<file path="src/lic_pkg.sv">
package lic_pkg;
	// register map: one 8-bit register in the low bits of an aligned word
	localparam logic [7:0] LIC_OFFSET = 8'h10;
	localparam logic [7:0] LIC_RESET = 8'h08;
	localparam logic [7:0] LIC_WMASK = 8'hef; // bit 4 reserved
	localparam int BIT_TERM_OFF_SQUELCH = 7;
	localparam int BIT_ONHOOK_SPEED = 6;
	localparam int BIT_AC_TERM = 5;
	localparam int DC_MODE_HI = 3;
	localparam int DC_MODE_LO = 2;
	localparam int BIT_RINGER_IMP = 1;
	localparam int BIT_RING_THR = 0;
	// on-hook durations in sample periods
	localparam int FAST_ONHOOK_TICKS = 1024;
	localparam int SLOW_ONHOOK_TICKS = 4096;
	localparam int ONHOOK_CNT_W = 13;

	// dc termination mode encodings
	typedef enum logic [1:0] {
		DC_LOW_VOLTAGE = 2'h0,
		DC_LOWER_VOLTAGE = 2'h1,
		DC_STANDARD = 2'h2,
		DC_CURRENT_LIMIT = 2'h3
	} dc_mode_e;

	// decoded line-interface controls
	typedef struct packed {
		logic dc_term_off;
		logic ring_squelch;
		logic ac_complex;
		dc_mode_e dc_mode;
		logic ringer_synth;
		logic ring_thr_high;
	} line_ctrl_s;
endpackage

</file>
<file path="src/avmm_reg_slave.sv">
module avmm_reg_slave
	import lic_pkg::*;
(
	// clock and reset
	input wire logic i_ref_clk,
	input wire logic i_reset_n,
	input wire logic i_clk_en,
	// avalon-mm slave
	input wire logic [7:0] i_address,
	input wire logic i_read,
	input wire logic i_write,
	input wire logic [3:0] i_byteenable,
	input wire logic [31:0] i_writedata,
	output logic [31:0] o_readdata,
	output logic o_waitrequest,
	// register
	output logic [7:0] o_ctrl
);
	logic [7:0] ctrl_ff, nxt_ctrl;
	logic [31:0] rdata_ff, nxt_rdata;
	logic ack_ff, nxt_ack;
	logic hit;

	// one wait cycle; answer at second edge of the request
	always_comb begin
		hit = (i_address == LIC_OFFSET);
		nxt_ack = (i_read | i_write) & ~ack_ff;
		nxt_ctrl = ctrl_ff;
		nxt_rdata = rdata_ff;
		if (nxt_ack && i_write && hit && i_byteenable[0]) begin
			nxt_ctrl = i_writedata[7:0] & LIC_WMASK;
		end
		if (nxt_ack && i_read) begin
			// unmapped reads return zero
			nxt_rdata = hit ? {24'h000000, ctrl_ff} : 32'h00000000;
		end
	end

	always_ff @(posedge i_ref_clk or negedge i_reset_n) begin
		if (!i_reset_n) begin
			ctrl_ff <= LIC_RESET;
			rdata_ff <= 32'h00000000;
			ack_ff <= 1'b0;
		end else if (i_clk_en) begin
			ctrl_ff <= nxt_ctrl;
			rdata_ff <= nxt_rdata;
			ack_ff <= nxt_ack;
		end
	end

	assign o_ctrl = ctrl_ff;
	assign o_readdata = rdata_ff;
	assign o_waitrequest = ~ack_ff;
endmodule // avmm_reg_slave

</file>
<file path="src/line_interface_control.sv">
// Summary of operation
// - register resets to 0x08, standard termination
// - off-hook bit 7 disables dc termination
// - on-hook bit 7 enables ring squelch
// - on-hook lasts 1024 or 4096 samples
// - bit 5 selects real or complex ac
// - bits 3:2 select dc termination mode
// - bit 1 selects high or synthesized ringer
// - bit 0 selects ring detect band
//
// Design decision made here: register access over Avalon-MM.
module line_interface_control
	import lic_pkg::*;
#(
	parameter int FAST_TICKS = FAST_ONHOOK_TICKS,
	parameter int SLOW_TICKS = SLOW_ONHOOK_TICKS
)(
	// clock, reset, enable
	input wire logic i_ref_clk,
	input wire logic i_reset_n,
	input wire logic i_clk_en,
	// avalon-mm slave
	input wire logic [7:0] i_address,
	input wire logic i_read,
	input wire logic i_write,
	input wire logic [3:0] i_byteenable,
	input wire logic [31:0] i_writedata,
	output logic [31:0] o_readdata,
	output logic o_waitrequest,
	// line state
	input wire logic i_offhook_req,
	input wire logic i_sample_tick,
	output logic o_offhook,
	output logic o_onhook_busy,
	// decoded controls to the analog side
	output line_ctrl_s o_line_ctrl
);
	logic [7:0] ctrl;
	logic tmr_busy, tmr_done;
	logic offhook_ff, nxt_offhook;
	line_ctrl_s lc_ff, nxt_lc;

	avmm_reg_slave i_avmm_reg_slave (
		.i_ref_clk(i_ref_clk),
		.i_reset_n(i_reset_n),
		.i_clk_en(i_clk_en),
		.i_address(i_address),
		.i_read(i_read),
		.i_write(i_write),
		.i_byteenable(i_byteenable),
		.i_writedata(i_writedata),
		.o_readdata(o_readdata),
		.o_waitrequest(o_waitrequest),
		.o_ctrl(ctrl)
	);

	onhook_timer #(
		.FAST_TICKS(FAST_TICKS),
		.SLOW_TICKS(SLOW_TICKS)
	) i_onhook_timer (
		.i_ref_clk(i_ref_clk),
		.i_reset_n(i_reset_n),
		.i_clk_en(i_clk_en),
		.i_sample_tick(i_sample_tick),
		// done blocks a restart while the hook state is still falling
		.i_start(offhook_ff && !i_offhook_req && !tmr_done),
		.i_slow(ctrl[BIT_ONHOOK_SPEED]),
		.o_busy(tmr_busy),
		.o_done(tmr_done)
	);

	// line stays off-hook until the release counter runs out
	always_comb begin
		nxt_offhook = offhook_ff;
		if (!offhook_ff && i_offhook_req && !tmr_busy) begin
			nxt_offhook = 1'b1;
		end else if (tmr_done) begin
			nxt_offhook = 1'b0;
		end
		// bit 7 meaning follows hook state; squelch is gated off while off-hook
		nxt_lc.dc_term_off = nxt_offhook & ctrl[BIT_TERM_OFF_SQUELCH];
		nxt_lc.ring_squelch = ~nxt_offhook & ctrl[BIT_TERM_OFF_SQUELCH];
		nxt_lc.ac_complex = ctrl[BIT_AC_TERM];
		nxt_lc.dc_mode = dc_mode_e'(ctrl[DC_MODE_HI:DC_MODE_LO]);
		nxt_lc.ringer_synth = ctrl[BIT_RINGER_IMP];
		nxt_lc.ring_thr_high = ctrl[BIT_RING_THR];
	end

	always_ff @(posedge i_ref_clk or negedge i_reset_n) begin
		if (!i_reset_n) begin
			offhook_ff <= 1'b0;
			lc_ff <= '{dc_term_off: 1'b0, ring_squelch: 1'b0,
				ac_complex: 1'b0, dc_mode: DC_STANDARD,
				ringer_synth: 1'b0, ring_thr_high: 1'b0};
		end else if (i_clk_en) begin
			offhook_ff <= nxt_offhook;
			lc_ff <= nxt_lc;
		end
	end

	assign o_offhook = offhook_ff;
	assign o_onhook_busy = tmr_busy;
	assign o_line_ctrl = lc_ff;

	// assertions
	AST_OFF_TERM: assert property (@(posedge i_ref_clk) disable iff (!i_reset_n)
		i_clk_en |=> lc_ff.dc_term_off == ($past(nxt_offhook)
		& $past(ctrl[BIT_TERM_OFF_SQUELCH])))
		else $error("dc term off mismatch");
	AST_SQUELCH: assert property (@(posedge i_ref_clk) disable iff (!i_reset_n)
		!(lc_ff.ring_squelch && offhook_ff))
		else $error("squelch while off-hook");
	AST_DC_MODE: assert property (@(posedge i_ref_clk) disable iff (!i_reset_n)
		i_clk_en |=> lc_ff.dc_mode == $past(ctrl[DC_MODE_HI:DC_MODE_LO]))
		else $error("dc mode mismatch");
	AST_AC_TERM: assert property (@(posedge i_ref_clk) disable iff (!i_reset_n)
		i_clk_en |=> lc_ff.ac_complex == $past(ctrl[BIT_AC_TERM]))
		else $error("ac term mismatch");
	AST_RINGER: assert property (@(posedge i_ref_clk) disable iff (!i_reset_n)
		i_clk_en |=> lc_ff.ringer_synth == $past(ctrl[BIT_RINGER_IMP]))
		else $error("ringer mismatch");
	AST_RING_THR: assert property (@(posedge i_ref_clk) disable iff (!i_reset_n)
		i_clk_en |=> lc_ff.ring_thr_high == $past(ctrl[BIT_RING_THR]))
		else $error("ring threshold mismatch");
	AST_RESET_VAL: assert property (@(posedge i_ref_clk)
		$rose(i_reset_n) |-> ctrl == LIC_RESET)
		else $error("reset value wrong");
	AST_ONHOOK_HOLD: assert property (@(posedge i_ref_clk)
		disable iff (!i_reset_n)
		$rose(tmr_busy) |-> offhook_ff throughout tmr_busy [*8])
		else $error("released before counter");
	AST_DONE_CLEARS: assert property (@(posedge i_ref_clk)
		disable iff (!i_reset_n)
		(tmr_done && i_clk_en) |=> !offhook_ff)
		else $error("line not released");
endmodule // line_interface_control

</file>
<file path="src/onhook_timer.sv">
module onhook_timer
	import lic_pkg::*;
#(
	parameter int FAST_TICKS = FAST_ONHOOK_TICKS,
	parameter int SLOW_TICKS = SLOW_ONHOOK_TICKS
)(
	input wire logic i_ref_clk,
	input wire logic i_reset_n,
	input wire logic i_clk_en,
	input wire logic i_sample_tick,
	input wire logic i_start,
	input wire logic i_slow,
	output logic o_busy,
	output logic o_done
);
	initial begin
		if (FAST_TICKS < 1 || SLOW_TICKS < 1 || FAST_TICKS >= 8192 ||
			SLOW_TICKS >= 8192) begin
			$error("onhook_timer: tick counts out of range");
		end
	end

	logic [ONHOOK_CNT_W-1:0] cnt_ff, nxt_cnt;
	logic busy_ff, nxt_busy, done_ff, nxt_done;

	// speed is latched on the start of the release
	always_comb begin
		nxt_cnt = cnt_ff;
		nxt_busy = busy_ff;
		nxt_done = 1'b0;
		if (i_start && !busy_ff) begin
			nxt_busy = 1'b1;
			nxt_cnt = i_slow ? ONHOOK_CNT_W'(SLOW_TICKS)
				: ONHOOK_CNT_W'(FAST_TICKS);
		end else if (busy_ff && i_sample_tick) begin
			nxt_cnt = cnt_ff - 1'b1;
			if (cnt_ff == ONHOOK_CNT_W'(1)) begin
				nxt_busy = 1'b0;
				nxt_done = 1'b1;
			end
		end
	end

	always_ff @(posedge i_ref_clk or negedge i_reset_n) begin
		if (!i_reset_n) begin
			cnt_ff <= '0;
			busy_ff <= 1'b0;
			done_ff <= 1'b0;
		end else if (i_clk_en) begin
			cnt_ff <= nxt_cnt;
			busy_ff <= nxt_busy;
			done_ff <= nxt_done;
		end
	end

	assign o_busy = busy_ff;
	assign o_done = done_ff;
endmodule // onhook_timer

</file>
<file path="config.mk">
export PLATFORM = sky130hd
export DESIGN_NAME = line_interface_control
export DESIGN_NICKNAME = d
export VERILOG_FILES = /design/src/lic_pkg.sv /design/src/avmm_reg_slave.sv /design/src/line_interface_control.sv /design/src/onhook_timer.sv
export SDC_FILE = /design/constraint.sdc
export NUM_CORES = 1
export LEC_CHECK = 0
export BUFFER_PORTS_ARGS = -buffer_cell sky130_fd_sc_hd__buf_2
export CORE_AREA = 5 5 72 74
export CTS_BUF_LIST = sky130_fd_sc_hd__clkbuf_4 sky130_fd_sc_hd__clkbuf_8 sky130_fd_sc_hd__clkbuf_16
export DETAILED_ROUTE_END_ITERATION = 8
export DIE_AREA = 0 0 77 79
export PLACE_DENSITY = 0.88
export SYNTH_ARGS = -nofsm -noshare
export SYNTH_HDL_FRONTEND = slang
export SYNTH_SLANG_ARGS = --single-unit
</file>
<file path="constraint.sdc">
create_clock -name i_ref_clk -period 2.2 [get_ports i_ref_clk]
set_input_delay 0.33 -clock i_ref_clk [delete_from_list [all_inputs] [get_ports i_ref_clk]]
set_output_delay 0.33 -clock i_ref_clk [all_outputs]
set_load 0.05 [all_outputs]
</file>
==> flow_summary.yaml, run 1 <==
timing:
  max_freq_ghz: 0.494
  tightest_slew_ns: 0.831
  rsz0062_at_grt: "false"
  max_slew_margin_pct: 44.6
  period_minus_slack_ns: 2.03
  setup_viol: 0
  slew_viol_final: 0
  finalHoldViolations: 0
  tns_ns: 0
  finClkSkew_ns: 0.00238
  fin_crit_sh_pct: 92.1
placement:
  placed_area_um2: 2060
  gp_congestion: 0.858
  hpwlAfterDp_um: 2820
  portBuffers: 39
run:
  maxCapViolCount: 0
drt:
  first_pass_iters: 4
  via_count: 1353
  wl_per_cell_um: 13.7
  drt_wl_total_um: 3710
  vias_per_cell: 4.99
  drt_iter0_markers: 54
  drc: 0
  ant_nets: 0
outcome:
  status: "finished, final reports clean"
clock_tree:
  clkTransAtPathRegs_ns: 0.07
  cts_buffers: 5
  cts-resized-gates: 0
  cts_setup_buffers: 0
  insertion_delay_ns: 0.29
  htree_levels: 2
  clockBufferDepth: 2
  clock_sinks: 38
  cts_tree: "built"
  root_buffer: "clkbuf_8"
  holdBufCountCts: 0
critical_path:
  crit_path_max_incr_delay_ns: 0.45
  end_kind: "register"
  crit_chain: "inv_1, ha_1, or3b_1, or2_1, or4_1, a21oi_1"
  cp.required_ns: 2.41
  path_class: "register to register"
  critPathSlowestCell: "dfrtp_1"
  crit_fanout: 7
  start_kind: "register"
  arrival_ns: 2.24
final_layout:
  nets: 269
  antenna_cells: 0
  nFillCells: 412
  mostFrequentLayoutCell: "buf_2"
  final_cell_mix: "39 x buf_2, 36 x dfrtp_1, 25 x conb_1"
  area_growth_pct: 13.1
  fin_util_pct: 47.5
  layout-drive-gt1-share_pct: 30.0
  final_area_um2: 2150
synth:
  yosys-top-cells-area: "dfrtp_1 47%, buf_4 9.9%, mux2_2 7.1%"
  yosysTopAreaCellShare_pct: 47.3
  yosys.area.top_type: "dfrtp_1"
  ys_warn_count: 0
  synth_flop_cell: "dfrtp_1"
  netlist-cell-type-count: 41
  synthCells: 174
  synth_area_um2: 1900
  synth_seq_cells: 38
  avgSynthCellArea_um2: 10.9
  async_reset_ff_share_pct: 100
  synth-edff-count: 0
  ys_seq_area_share_pct: 50.1
min_path:
  hp-class: "primary input to async pin"
grt:
  grt_pass1_wl_um: 6410
  antenna_found_initial: 0
  grt_overflow: 0
  grt_pass1_vias: 1353
  grt_use_total_pct: 13.0
  grt_max_degree: 39
power:
  p_per_area_nw_per_um2: 926
  ir_drop_uv: 544
  p_leak_nw: 1.09
floorplan:
  die_h_um: 79
  core-area_um2: 4540
  row_count: 25
  initial_core_util_pct: 42.0
  die_w_um: 77
  ios: 93
  die_area_um2: 6080
## registers in the layout (all words and copies together) (netlist names)
register and flops:
o_offhook 1, o_line_ctrl 7, i_avmm_reg_slave.o_ctrl 7, i_onhook_timer.o_done 1, i_avmm_reg_slave.ack_ff 1, i_onhook_timer.o_busy 1
i_avmm_reg_slave.o_readdata 7, i_onhook_timer.cnt_ff 13
## report_power, final
| group | internal, mW | switching (mW) | leakage, nW |
|---|---|---|---|
| Clock | 0.265 | 0.237 | 0.0517 |
| Combinational | 0.184 | 0.362 | 0.545 |
| Sequential | 0.805 | 0.140 | 0.491 |
| Total | 1.25 | 0.739 | 1.09 |
## routing by layer
metal | GRT usage (%) | vias to the layer above | share of wire, %
li1 | - | 653 | -
met1 | 16.5 | 657 | 43
met2 | 21.7 | 39 | 51
met3 | 3.85 | 4 | 6.0
met4 | 3.61 | 0 | 0.92
met5 | 0 | - | 0
## critical path, delay by kind of cell, from the launching register on
family / cells / cell delay (ns)
buf+inv: 1 / 0.09
compound gates: 1 / 0.16
simple gates: 3 / 1.07
flops: 1 / 0.45
fa+ha+maj: 1 / 0.18
## cell usage after synthesis (2+ instances only)
cell type / instances
a22o_1: 7
nor4_1: 7
o21ai_0: 7
dfstp_2: 2
buf_4: 25
nand4_1: 3
and2_1: 2
or3_1: 2
nand2b_1: 2
xor2_1: 2
clkbuf_1: 2
o211ai_1: 2
inv_1: 7
mux2i_1: 2
nand2_1: 9
nand3_1: 2
xnor2_1: 3
mux2_2: 12
dfrtp_1: 36
nor2_1: 10
nor3_1: 3
a21oi_1: 4
ha_1: 2
a22oi_1: 2
buf_2: 2
or4_1: 2
## through the flow
stage	cells	hold slack [ns]	worst slack, ns	power, mW
global placement	263	0.469	0.258	1.48
floorplan	198	0.0344	0.288	1.39
detailed placement	263	0.480	0.180	1.51
finish	271	0.134	0.174	1.99
CTS	271	0.164	0.157	2.02
global route	271	0.218	0.0863	2.12
## cell type report
class | instances | area (µm²) | area share [%]
Sequential cell | 38 | 953 | 44.3
Tap cell | 54 | 67.6 | 3.14
Inverter | 7 | 26.3 | 1.22
Multi-Input combinational cell | 124 | 808 | 37.5
Clock buffer | 7 | 90.1 | 4.18
Timing Repair Buffer | 40 | 203 | 9.41
Clock inverter | 1 | 5.00 | 0.232
## final timing paths
kind,endpoint,slack [ns],depth (start not counted),from
worst max-delay path,i_onhook_timer.cnt_ff[8],0.17,6,i_onhook_timer.cnt_ff[0]
worst min-delay path,i_onhook_timer.cnt_ff[6],0.13,1,i_reset_n
worst max register to register,i_onhook_timer.cnt_ff[8],0.17,6,i_onhook_timer.cnt_ff[0]
worst min register to register,i_avmm_reg_slave.o_readdata[5],0.51,1,i_avmm_reg_slave.o_readdata[5]
max in group asynchronous,i_onhook_timer.cnt_ff[8],1.54,1,i_reset_n
min in group i_ref_clk,i_avmm_reg_slave.o_ctrl[1],0.27,2,i_writedata[1]
## logic make-up after synthesis
| logic type | count (synthesis) | synth area share, % |
|---|---|---|
| AO/OA/AOI/OAI | 28 | 10.4 |
| AND/OR/NAND/NOR | 50 | 15.4 |
| adder cells (fa/ha/maj) | 2 | 1.31 |
| buffers and inverters | 36 | 12.2 |
| XOR/XNOR | 5 | 2.30 |
| other | 1 | 0.197 |
| flip-flops | 38 | 50.1 |
| multiplexers | 14 | 8.15 |
Power figures use the tool's default switching activity.
==> run 2, diff against run 1 <==
--- a/config.mk
+++ b/config.mk
@@ -6,11 +6,11 @@
 export NUM_CORES = 1
 export LEC_CHECK = 0
 export BUFFER_PORTS_ARGS = -buffer_cell sky130_fd_sc_hd__buf_2
-export CORE_AREA = 5 5 72 74
+export CORE_AREA = 5 5 77 79
 export CTS_BUF_LIST = sky130_fd_sc_hd__clkbuf_4 sky130_fd_sc_hd__clkbuf_8 sky130_fd_sc_hd__clkbuf_16
 export DETAILED_ROUTE_END_ITERATION = 8
-export DIE_AREA = 0 0 77 79
-export PLACE_DENSITY = 0.88
+export DIE_AREA = 0 0 82 84
+export PLACE_DENSITY = 0.79
 export SYNTH_ARGS = -nofsm -noshare
 export SYNTH_HDL_FRONTEND = slang
 export SYNTH_SLANG_ARGS = --single-unit
==> flow_summary.yaml, run 2 (synthesis gave the netlist of run 1 again) <==
outcome:
  status: "finished, final reports clean"
placement:
  gp_congestion: 0.775
  portBuffers: 39
  placed_area_um2: 2100
  place_inst: 283
  hpwlAfterDp_um: 2760
drt:
  ant_nets: 0
  wl_per_cell_um: 12.6
  drc: 0
  drt_wl_total_um: 3670
  vias_per_cell: 4.66
  first_pass_iters: 4
  via_count: 1356
  drt_iter0_markers: 37
critical_path:
  start_kind: "register"
  critPathBufInv: 1
  cp.required_ns: 2.41
  crit_chain: "inv_1, ha_1, or3b_1, or2_1, or4_1, a21oi_1"
  crit_fanout: 7
  reg2reg_slack_ns: 0.17
  critPathSlowestCell: "dfrtp_1"
  end_kind: "register"
  crit_path_max_incr_delay_ns: 0.45
  path_class: "register to register"
  arrival_ns: 2.24
  cp_top_family: "simple AND/OR/NAND/NOR gates"
clock_tree:
  cts-resized-gates: 0
  htree_levels: 2
  root_buffer: "clkbuf_8"
  clock_sinks: 38
  cts_buffers: 5
  holdBufCountCts: 0
  clockBufferDepth: 2
  insertion_delay_ns: 0.29
  cts_tree: "built"
  cts_setup_buffers: 0
  clkTransAtPathRegs_ns: 0.07
final_layout:
  antenna_cells: 0
  layout-drive-gt1-share_pct: 30.6
  multi_input_area_um2: 808
  top_register: "i_onhook_timer.cnt_ff"
  nFillCells: 516
  mostFrequentLayoutCell: "buf_2"
  largest_register_ffs: 13
  area_growth_pct: 15.1
  regArea_um2: 953
  final_area_um2: 2190
  nets: 271
  layout.cells.non_filler: 291
  final_cell_mix: "39 x buf_2, 36 x dfrtp_1, 25 x conb_1"
floorplan:
  initial_core_util_pct: 36.1
  die_h_um: 84
  die_w_um: 82
  row_count: 27
  die_area_um2: 6890
  ios: 93
  core-area_um2: 5270
timing:
  finClkSkew_ns: 0.00414
  rsz0062_at_grt: "false"
  tns_ns: 0
  slew_viol_final: 0
  max_freq_ghz: 0.494
  tightest_slew_ns: 0.804
  max_slew_margin_pct: 46.4
  setup_viol: 0
  fin_crit_sh_pct: 92.1
  finalHoldViolations: 0
  period_minus_slack_ns: 2.03
min_path:
  hp-class: "primary input to async pin"
grt:
  grt_overflow: 0
  grt_use_total_pct: 11.3
  grt_max_degree: 39
  antenna_found_initial: 0
  grt_pass1_vias: 1324
  grt_pass1_wl_um: 6140
power:
  p_leak_nw: 1.09
  ir_drop_uv: 490
  p_per_area_nw_per_um2: 916
  power_mw: 2.01
run:
  maxCapViolCount: 0
## run 2: cell count changes in the layout (fill, tap and decap cells not counted)
cell and delta:
clkbuf_4 -1, clkinvlp_4 +1, buf_4 +2
## run 2: layer usage
metal	up-vias	share of wire [%]	GRT usage (%)
met2	45	47	17.2
li1	655	-	-
met3	6	7.0	3.46
met1	650	44	14.9
met4	0	1.6	4.08
met5	-	0	0
## run 2: cell type report
cell class	count	area share, %
flip-flops and latches	38	43.5
multi-input cells	124	36.9
repair buffers	42	9.94
clock buffers	6	3.77
inverters	7	1.20
clock inverters	2	0.571
well taps	72	4.11
## run 2: path summary, 6_finish.rpt
check                                        endpoint                     start  cells past startpoint
setup / recovery             i_onhook_timer.cnt_ff[8]  i_onhook_timer.cnt_ff[0]                      6
min in group i_ref_clk     i_avmm_reg_slave.o_ctrl[0]            i_writedata[0]                      2
setup reg to reg             i_onhook_timer.cnt_ff[8]  i_onhook_timer.cnt_ff[0]                      6
hold / removal               i_onhook_timer.cnt_ff[7]                 i_reset_n                      1
hold reg to reg                        o_line_ctrl[1]            o_line_ctrl[1]                      1
max in group asynchronous              o_line_ctrl[1]                 i_reset_n                      1
## run 2: through the flow
step / util (%) / hold WS (ns) / worst slack, ns
2_1_floorplan: - / 0.0344 / 0.288
3_3_place_gp: 39.8 / 0.464 / 0.270
3_5_place_dp: 39.8 / 0.477 / 0.226
4_1_cts: 41.6 / 0.157 / 0.184
5_1_grt: 41.6 / 0.198 / 0.0828
6_report: 41.6 / 0.123 / 0.174
## run 2: where the power goes
group / internal [mW] / leakage, nW / switching, mW
clock network: 0.252 / 0.0472 / 0.244
logic: 0.198 / 0.555 / 0.376
registers: 0.805 / 0.491 / 0.132
total: 1.25 / 1.09 / 0.752
